**src/hw/pbc_pkg.sv**
```systemverilog
package pbc_pkg;

    // Clock and time base
    localparam int unsigned CLK_PERIOD_NS = 4;

    // Button hold time before a press counts; least time rounds up
    localparam int unsigned DEBOUNCE_MS = 50;
    localparam int unsigned DEBOUNCE_CYCLES =
        (DEBOUNCE_MS * 1_000_000 + CLK_PERIOD_NS - 1) / CLK_PERIOD_NS;

    // Dead time between opening one supply switch and closing the other
    localparam int unsigned BBM_NS = 100;
    localparam int unsigned BBM_CYCLES = (BBM_NS + CLK_PERIOD_NS - 1) / CLK_PERIOD_NS;

    // Cycles after reset release before pin levels are trusted
    localparam int unsigned SETTLE_CYCLES = 4;

    // Idle levels of the synchronisers at reset
    localparam logic BUTTON_IDLE = 1'b1;
    localparam logic BUS_IDLE = 1'b0;
    localparam logic ACK_IDLE = 1'b0;

    // Power states
    typedef enum logic [1:0] {
        PBC_ST_PWRUP,
        PBC_ST_OFF,
        PBC_ST_ON,
        PBC_ST_DEACT
    } pbc_state_t;

endpackage

```
**src/hw/pbc_input_filter.sv**
```systemverilog
`timescale 1ns/1ps
module pbc_input_filter #(
    parameter int unsigned HOLD_CYCLES = 1,
    parameter logic RESET_LEVEL = 1'b0
) (
    input wire logic i_ref_clk,
    input wire logic i_resetn,
    input wire logic i_ce,
    input wire logic i_pin,
    output logic o_level,
    output logic o_held_low
);
    localparam int unsigned CW = (HOLD_CYCLES > 1) ? $clog2(HOLD_CYCLES) : 1;
    localparam logic [CW-1:0] LAST = CW'(HOLD_CYCLES - 1);

    logic [2:0] sync_q;
    logic level_q;
    logic [CW-1:0] cnt_q;
    logic held_q;
    wire agree = (sync_q[1] == sync_q[2]);
    wire at_last = (cnt_q == LAST);

    // A zero hold would wrap to a last count of 1 and act as a hold of 2
    if (HOLD_CYCLES < 1) begin : g_bad_hold
        $error("pbc_input_filter: HOLD_CYCLES must be at least 1");
    end

    // Three-stage synchroniser; stage 0 feeds stage 1 only
    always_ff @(posedge i_ref_clk or negedge i_resetn) begin
        if (!i_resetn) begin
            sync_q <= {3{RESET_LEVEL}};
            level_q <= RESET_LEVEL;
        end else if (i_ce) begin
            sync_q <= {sync_q[1:0], i_pin};
            if (agree) begin
                level_q <= sync_q[2];
            end
        end
    end

    // Low-time counter; any return high restarts it
    always_ff @(posedge i_ref_clk or negedge i_resetn) begin
        if (!i_resetn) begin
            cnt_q <= '0;
            held_q <= 1'b0;
        end else if (i_ce) begin
            if (level_q) begin
                cnt_q <= '0;
                held_q <= 1'b0;
            end else begin
                if (!at_last) begin
                    cnt_q <= cnt_q + 1'b1;
                end
                held_q <= at_last;
            end
        end
    end

    assign o_level = level_q;
    assign o_held_low = held_q;

    property p_release_restarts;
        @(posedge i_ref_clk) disable iff (!i_resetn)
        (i_ce && level_q) |=> (cnt_q == '0) && !held_q;
    endproperty
    a_release_restarts: assert property (p_release_restarts)
        else $error("hold counter not cleared on release");

endmodule // pbc_input_filter

```
**src/hw/pbc_power_ctrl.sv**
```systemverilog
`timescale 1ns/1ps
// Overview of operation
// - Off: long button hold turns on
// - On: long hold raises held shutdown request
// - Acknowledge: card down first, then rails
// - Unconnected acknowledge follows request, immediate off
// - Power-up off unless bus supply present
// - Acknowledge without bus supply forces off
// - Bus supply forces on, ignores inputs
// - Bus removal: battery takes over, stays on
// - Prefer bus supply, break before make
// - Bus, no card supply: bypass converter
module pbc_power_ctrl #(
    parameter int unsigned DEBOUNCE_CYCLES = pbc_pkg::DEBOUNCE_CYCLES,
    parameter int unsigned BBM_CYCLES = pbc_pkg::BBM_CYCLES
) (
    input wire logic i_ref_clk,
    input wire logic i_resetn,
    input wire logic i_ce,
    input wire logic i_button_n,
    input wire logic i_bus_supply_in,
    input wire logic i_off_ack,
    input wire logic i_card_active,
    input wire logic i_vcc_request,
    output pbc_pkg::pbc_state_t o_state,
    output logic o_off_req,
    output logic o_card_deact,
    output logic o_logic_rail_en,
    output logic o_analog_en,
    output logic o_boost_en,
    output logic o_boost_bypass,
    output logic o_bus_sw_en,
    output logic o_bat_sw_en
);
    import pbc_pkg::*;

    localparam int unsigned BW = (BBM_CYCLES > 1) ? $clog2(BBM_CYCLES + 1) : 1;
    localparam logic [BW-1:0] BBM_LOAD = BW'(BBM_CYCLES);
    localparam int unsigned SW = $clog2(SETTLE_CYCLES + 1);
    localparam logic [SW-1:0] SETTLE_LAST = SW'(SETTLE_CYCLES);

    // Counts that the logic cannot serve
    if (DEBOUNCE_CYCLES < 2 || BBM_CYCLES < 1) begin : g_bad_param
        $error("pbc_power_ctrl: DEBOUNCE_CYCLES >= 2 and BBM_CYCLES >= 1 required");
    end

    logic btn_level;
    logic btn_held;
    logic bus_level;
    logic ack_level;
    logic btn_held_q;
    pbc_state_t state_q;
    pbc_state_t state_d;
    logic off_req_q;
    logic off_req_d;
    logic card_deact_q;
    logic rail_q;
    logic boost_en_q;
    logic bypass_q;
    logic bus_sw_q;
    logic bat_sw_q;
    logic [BW-1:0] bbm_cnt_q;
    logic [SW-1:0] settle_cnt_q;

    // Button: synchronised and timed for a long hold
    pbc_input_filter #(
        .HOLD_CYCLES(DEBOUNCE_CYCLES),
        .RESET_LEVEL(BUTTON_IDLE)
    ) u_button (
        .i_ref_clk(i_ref_clk),
        .i_resetn(i_resetn),
        .i_ce(i_ce),
        .i_pin(i_button_n),
        .o_level(btn_level),
        .o_held_low(btn_held)
    );

    // Bus supply detect: level only
    pbc_input_filter #(
        .HOLD_CYCLES(1),
        .RESET_LEVEL(BUS_IDLE)
    ) u_bus (
        .i_ref_clk(i_ref_clk),
        .i_resetn(i_resetn),
        .i_ce(i_ce),
        .i_pin(i_bus_supply_in),
        .o_level(bus_level),
        .o_held_low()
    );

    // Shutdown acknowledge: level only
    pbc_input_filter #(
        .HOLD_CYCLES(1),
        .RESET_LEVEL(ACK_IDLE)
    ) u_ack (
        .i_ref_clk(i_ref_clk),
        .i_resetn(i_resetn),
        .i_ce(i_ce),
        .i_pin(i_off_ack),
        .o_level(ack_level),
        .o_held_low()
    );

    // One event per hold; holding on past turn-on gives no second event
    wire press_evt = btn_held && !btn_held_q;
    wire settle_done = (settle_cnt_q == SETTLE_LAST);
    wire rail_d = (state_d == PBC_ST_ON) || (state_d == PBC_ST_DEACT);
    wire bypass_d = rail_d && bus_sw_q && !i_vcc_request;
    wire boost_en_d = rail_d && !bypass_d;
    wire want_bus = bus_level;
    wire wrong_src = (bus_sw_q && !want_bus) || (bat_sw_q && want_bus);
    wire both_open = !bus_sw_q && !bat_sw_q;

    // Next power state and request
    always_comb begin
        state_d = state_q;
        off_req_d = off_req_q;
        case (state_q)
            PBC_ST_PWRUP: begin
                if (settle_done) begin
                    state_d = bus_level ? PBC_ST_ON : PBC_ST_OFF;
                end
            end
            PBC_ST_OFF: begin
                if (bus_level) begin
                    state_d = PBC_ST_ON;
                end else if (press_evt) begin
                    state_d = PBC_ST_ON;
                end
            end
            PBC_ST_ON: begin
                if (bus_level) begin
                    off_req_d = 1'b0;
                end else if (ack_level) begin
                    // Acknowledge may come unasked; an open pin follows the request
                    state_d = i_card_active ? PBC_ST_DEACT : PBC_ST_OFF;
                end else if (press_evt) begin
                    off_req_d = 1'b1;
                end
                // Bus loss alone changes nothing here
            end
            PBC_ST_DEACT: begin
                if (bus_level) begin
                    state_d = PBC_ST_ON;
                end else if (!i_card_active) begin
                    state_d = PBC_ST_OFF;
                end
            end
            default: begin
                state_d = PBC_ST_OFF;
            end
        endcase
        if (state_d == PBC_ST_OFF || state_d == PBC_ST_PWRUP) begin
            off_req_d = 1'b0;
        end
    end

    // State, request and settle counter
    always_ff @(posedge i_ref_clk or negedge i_resetn) begin
        if (!i_resetn) begin
            state_q <= PBC_ST_PWRUP;
            off_req_q <= 1'b0;
            btn_held_q <= 1'b0;
            settle_cnt_q <= '0;
        end else if (i_ce) begin
            state_q <= state_d;
            off_req_q <= off_req_d;
            btn_held_q <= btn_held;
            if (!settle_done) begin
                settle_cnt_q <= settle_cnt_q + 1'b1;
            end
        end
    end

    // Rails and card shutdown drive; registered so the pins never glitch
    always_ff @(posedge i_ref_clk or negedge i_resetn) begin
        if (!i_resetn) begin
            card_deact_q <= 1'b0;
            rail_q <= 1'b0;
            boost_en_q <= 1'b0;
            bypass_q <= 1'b0;
        end else if (i_ce) begin
            card_deact_q <= (state_d == PBC_ST_DEACT);
            rail_q <= rail_d;
            boost_en_q <= boost_en_d;
            bypass_q <= bypass_d;
        end
    end

    // Source switches: open both, wait dead time, close the wanted one
    always_ff @(posedge i_ref_clk or negedge i_resetn) begin
        if (!i_resetn) begin
            bus_sw_q <= 1'b0;
            bat_sw_q <= 1'b0;
            bbm_cnt_q <= BBM_LOAD;
        end else if (i_ce) begin
            if (wrong_src) begin
                bus_sw_q <= 1'b0;
                bat_sw_q <= 1'b0;
                bbm_cnt_q <= BBM_LOAD;
            end else if (both_open) begin
                if (bbm_cnt_q != '0) begin
                    bbm_cnt_q <= bbm_cnt_q - 1'b1;
                end else if (settle_done) begin
                    // Wait for settled pins so a present bus never loses to the battery
                    bus_sw_q <= want_bus;
                    bat_sw_q <= !want_bus;
                end
            end
        end
    end

    assign o_state = state_q;
    assign o_off_req = off_req_q;
    assign o_card_deact = card_deact_q;
    assign o_logic_rail_en = rail_q;
    assign o_analog_en = rail_q;
    assign o_boost_en = boost_en_q;
    assign o_boost_bypass = bypass_q;
    assign o_bus_sw_en = bus_sw_q;
    assign o_bat_sw_en = bat_sw_q;

    property p_off_turn_on;
        @(posedge i_ref_clk) disable iff (!i_resetn)
        (i_ce && state_q == PBC_ST_OFF && !bus_level && press_evt)
            |=> state_q == PBC_ST_ON ##0 o_logic_rail_en;
    endproperty
    a_off_turn_on: assert property (p_off_turn_on)
        else $error("long press while off did not turn on");

    property p_req_raise;
        @(posedge i_ref_clk) disable iff (!i_resetn)
        (i_ce && state_q == PBC_ST_ON && !bus_level && !ack_level && press_evt)
            |=> o_off_req;
    endproperty
    a_req_raise: assert property (p_req_raise)
        else $error("long press while on did not raise request");

    property p_req_held;
        @(posedge i_ref_clk) disable iff (!i_resetn)
        (o_off_req && state_q == PBC_ST_ON && !bus_level && !ack_level) |=> o_off_req;
    endproperty
    a_req_held: assert property (p_req_held)
        else $error("request dropped without acknowledge");

    property p_card_first;
        @(posedge i_ref_clk) disable iff (!i_resetn)
        (i_ce && state_q == PBC_ST_ON && !bus_level && ack_level && i_card_active)
            |=> o_card_deact && o_logic_rail_en;
    endproperty
    a_card_first: assert property (p_card_first)
        else $error("rails dropped before card shutdown");

    property p_ack_off;
        @(posedge i_ref_clk) disable iff (!i_resetn)
        (i_ce && state_q == PBC_ST_ON && !bus_level && ack_level && !i_card_active)
            |=> state_q == PBC_ST_OFF && !o_logic_rail_en && !o_off_req;
    endproperty
    a_ack_off: assert property (p_ack_off)
        else $error("acknowledge did not turn off");

    property p_open_ack_off;
        @(posedge i_ref_clk) disable iff (!i_resetn)
        (i_ce && o_off_req && ack_level && !bus_level && !i_card_active)
            |=> state_q == PBC_ST_OFF;
    endproperty
    a_open_ack_off: assert property (p_open_ack_off)
        else $error("request with looped acknowledge did not turn off");

    property p_pwrup;
        @(posedge i_ref_clk) disable iff (!i_resetn)
        (i_ce && state_q == PBC_ST_PWRUP && settle_done)
            |=> state_q == ($past(bus_level) ? PBC_ST_ON : PBC_ST_OFF);
    endproperty
    a_pwrup: assert property (p_pwrup)
        else $error("wrong state after power-up");

    property p_bus_on;
        @(posedge i_ref_clk) disable iff (!i_resetn)
        (i_ce && bus_level && state_q != PBC_ST_PWRUP) |=> state_q == PBC_ST_ON;
    endproperty
    a_bus_on: assert property (p_bus_on)
        else $error("bus supply did not force on");

    property p_bus_loss_stays_on;
        @(posedge i_ref_clk) disable iff (!i_resetn)
        (i_ce && state_q == PBC_ST_ON && $fell(bus_level) && !ack_level)
            |=> state_q == PBC_ST_ON ##[1:60] o_bat_sw_en;
    endproperty
    a_bus_loss_stays_on: assert property (p_bus_loss_stays_on)
        else $error("bus loss dropped power or battery not selected");

    property p_bbm;
        @(posedge i_ref_clk) disable iff (!i_resetn)
        !(o_bus_sw_en && o_bat_sw_en) && !($rose(o_bat_sw_en) && $past(o_bus_sw_en));
    endproperty
    a_bbm: assert property (p_bbm)
        else $error("supply switches overlap");

    property p_bypass;
        @(posedge i_ref_clk) disable iff (!i_resetn)
        (i_ce && rail_d && o_bus_sw_en && !i_vcc_request)
            |=> o_boost_bypass && !o_boost_en;
    endproperty
    a_bypass: assert property (p_bypass)
        else $error("converter not bypassed on bus supply");

    property p_off_no_req;
        @(posedge i_ref_clk) disable iff (!i_resetn)
        (state_q == PBC_ST_OFF) |-> !o_off_req && !o_logic_rail_en;
    endproperty
    a_off_no_req: assert property (p_off_no_req)
        else $error("request or rail high while off");

endmodule // pbc_power_ctrl

```
**config.mk**
```make
export PLATFORM = sky130hd
export DESIGN_NAME = pbc_power_ctrl
export DESIGN_NICKNAME = d
export VERILOG_FILES = /design/src/hw/pbc_pkg.sv /design/src/hw/pbc_input_filter.sv /design/src/hw/pbc_power_ctrl.sv
export SDC_FILE = /design/constraint.sdc
export NUM_CORES = 1
export LEC_CHECK = 0
export BUFFER_PORTS_ARGS = -buffer_cell sky130_fd_sc_hd__buf_2
export CAP_MARGIN = 40
export CORE_MARGIN = 5
export CORE_UTILIZATION = 60
export DETAILED_ROUTE_END_ITERATION = 6
export GPL_ROUTABILITY_DRIVEN = 0
export GPL_TIMING_DRIVEN = 1
export PLACE_DENSITY = 0.79
export RECOVER_POWER = 50
export SYNTH_ARGS = -nofsm -noshare
export SYNTH_HDL_FRONTEND = slang
export SYNTH_SLANG_ARGS = --single-unit
```
**constraint.sdc**
```tcl
create_clock -name i_ref_clk -period 2.3 [get_ports i_ref_clk]
set_input_delay 0.345 -clock i_ref_clk [delete_from_list [all_inputs] [get_ports i_ref_clk]]
set_output_delay 0.345 -clock i_ref_clk [all_outputs]
set_load 0.005 [all_outputs]
```
==> flow_summary.yaml <==
detailed_routing:
  drc: 0
  drt_wl_total_um: 5169
  viasPerCell: 5.981
  drt_iter0_drc: 137
  num_vias: 2159
  drtAntennaViolNets: 0
  dr.pass1.iters: 4
  wire_per_inst_um: 14.32
status:
  status: "finished clean"
floorplanning:
  die_h_um: 79.09
  die_w_um: 79.09
  pin_count: 18
  initial_core_util: 0.6104
  design.core.area_um2: 4692
  die-area_um2: 6255
  row_count: 25
yosys:
  synth-seq-cells: 55
  synthesis.area_um2: 2864
  synthTopCellsByArea: "dfrtp_1 (42%), dfstp_2 (6.4%), mux2_2 (5.1%)"
  synth_seq_area_share: 0.4836
  yosys.cell_types.count: 47
  synth_edf_count: 0
  yosysTopAreaCellShare: 0.4194
  syn_nets: 305
  synthCells: 292
  synth.avg_cell_area_um2: 9.808
  synth-async-reset-ratio: 1.000
  synth_flop_cell: "dfrtp_1"
  yosys_warnings: 0
  synth_top_cell_by_area: "dfrtp_1"
sta:
  finalHoldViolations: 0
  finalSetupTns_ns: 0
  min_period_ns: 1.980
  fin_skew_ns: 0.007614
  rsz0062_at_grt: "false"
  drv_slew: 0
  period_share: 0.8608
  worst-slew-pin-transition_ns: 1.250
  layout_setup_ws_ns: 0.3201
  relSlewSlack: 0.1665
  setup_violations: 0
  fmax_mhz: 505.1
cts:
  numCtsBuffers: 5
  clock-sinks: 55
  cts_tree: "yes"
  htreeDepth: 2
  clock_latency_ns: 0.31
  ctsHoldBuffers: 0
  cts.clk_slew.worst_paths_ns: 0.10
  ctsResizeCount: 0
  post-cts-setup-buffers: 0
  cts_buffer_depth: 2
  cts-root-buf: "clkbuf_8"
placement:
  dp_hpwl_um: 3748
  port_buffers: 17
  dp_slack_ns: 0.3474
cells_and_area:
  final_util: 0.6571
  diodes: 0
  final_nets: 319
  fillers: 376
  drive_gt1_frac: 0.1661
  syn2layout_area_growth_pct: 7.645
global_routing:
  grt_use_total: 0.1890
  grt_first_pass_wirelength_um: 9501
  grt_overflow: 0
  grt_max_degree: 33
  first_global_vias: 2099
  antenna_found_initial: 0
critical_path:
  endpoint_kind: "flop"
  r2r_slack_ns: 0.32
  crit_slowest_cell: "or4b_4"
  timing_worst_setup_path_type: "flop to flop"
  crit_path_cell_trace: "or4b_4 -> o41ai_4 -> buf_12 -> nor4b_1 -> a211o_1"
  slowest_delay_ns: 0.55
  cp_top_family: "compound AO/OA/AOI/OAI gates"
  critPathBufInv: 1
  cp-start-kind: "flop"
  cp.arrival_ns: 2.18
  critPathMaxFanout: 21
  crit_required_ns: 2.50
job:
  maxCapViolCount: 0
power_and_ir_drop:
  irDropWorstVdd_uv: 589.6
  cellPowerDensity_nw_per_um2: 855.0
  p_leak_nw: 1.332
  total_power_mw: 2.636
hold_path:
  hp-class: "input pin to flop"
==> area by class of cell <==
| type | instances | area [um^2] | area share |
|---|---|---|---|
| Timing Repair Buffer | 23 | 133.9 | 0.04343 |
| Clock inverter | 2 | 17.52 | 0.005682 |
| Inverter | 17 | 63.81 | 0.02070 |
| Clock buffer | 6 | 82.58 | 0.02679 |
| Multi-Input combinational cell | 204 | 1333 | 0.4322 |
| Sequential cell | 55 | 1385 | 0.4493 |
| Tap cell | 54 | 67.56 | 0.02192 |
==> cells by family (layout without fill, tap and decap cells) <==
group | after synthesis | count (layout) | synth area share
AOI/OAI and AO/OA | 63 | 63 | 0.1437
adders and majority gates | 5 | 5 | 0.02184
muxes | 16 | 16 | 0.06160
xor gates and xnor gates | 8 | 8 | 0.02447
DFF | 55 | 55 | 0.4836
buffers and inverters | 33 | 48 | 0.05111
and+or+nand+nor | 112 | 112 | 0.2136
==> per-layer routing <==
metal	global-route usage	part of all wire	up-vias
li1	-	-	1074
met2	0.3098	0.48	39
met1	0.2478	0.47	1041
met3	0.04535	0.040	5
met5	0	0	-
met4	0.06014	0.011	0
==> flip-flops by register name, indices dropped and copies added (netlist names) <==
signal               count
settle_cnt_q             3
o_boost_bypass           1
o_analog_en              1
u_button.sync_q          3
bbm_cnt_q                5
u_button.cnt_q          24
o_off_req                1
o_state                  2
u_bus.o_level            1
u_button.o_level         1
o_card_deact             1
o_bus_sw_en              1
u_ack.sync_q             3
u_button.o_held_low      1
u_ack.o_level            1
btn_held_q               1
o_bat_sw_en              1
o_boost_en               1
u_bus.sync_q             3
==> cells in the mapped netlist, drive strengths merged, types with 2 or more instances <==
cell     n
o22ai    3
ha       5
a22o     3
clkbuf   9
o22a     2
a21oi   16
and4     5
o21ai   19
xnor2    8
a21o     2
nor3    13
nor2    25
mux2    13
nand4    8
nand2   19
nor4b    6
and3     4
inv     17
nand2b   5
dfstp    7
buf      7
dfrtp   48
nor3b    4
or4      2
a31oi    4
o41ai    3
o21a     2
o31ai    2
nand3   10
nor2b    4
nand3b   3
a211o    2
mux2i    3
==> path summary, 6_finish.rpt <==
check | start | to | cells after the start
worst max-delay path | u_button.cnt_q[16] | u_button.cnt_q[13] | 5
worst min-delay path | i_off_ack | u_ack.sync_q[0] | 2
worst max register to register | u_button.cnt_q[16] | u_button.cnt_q[13] | 5
worst min register to register | bbm_cnt_q[3] | bbm_cnt_q[3] | 2
max in group asynchronous | i_resetn | u_button.cnt_q[9] | 2
min in group asynchronous | i_resetn | o_boost_en | 1
==> power by group <==
group / switching [mW] / internal (mW)
logic: 0.403 / 0.335
clock network: 0.320 / 0.252
registers: 0.163 / 1.16
total: 0.886 / 1.75
==> per-stage QoR <==
stage	area [um^2]	hold WS (ns)	std cells
after floorplan	2864	0.04941	292
after global placement	3004	0.3607	353
after detailed placement	3004	0.3598	353
after CTS	3104	0.01344	361
after global routing	3083	0.2458	361
final	3083	0.2633	361
==> worst reg2reg max path: stages, from the launching register on <==
cell,delay (ns)
dfrtp_1,0.43
or4b_4,0.55
o41ai_4,0.41
buf_12,0.19
nor4b_1,0.07
a211o_1,0.23
==> layout by cell type, fill, tap and decap left out, types with 4 or more instances in the layout <==
cell type / count
dfrtp_1: 48
nor2_1: 25
nand2_1: 19
inv_1: 17
o21ai_0: 17
a21oi_1: 16
buf_2: 15
nor3_1: 13
mux2_2: 13
nand3_1: 10
nand4_1: 8
xnor2_1: 8
dfstp_2: 7
nor4b_1: 6
clkbuf_8: 6
and4_1: 5
nand2b_1: 5
ha_1: 5
and3_1: 4
nor3b_1: 4
a31oi_1: 4
nor2b_1: 4
Note: power is estimated with default switching activity, not from simulation.
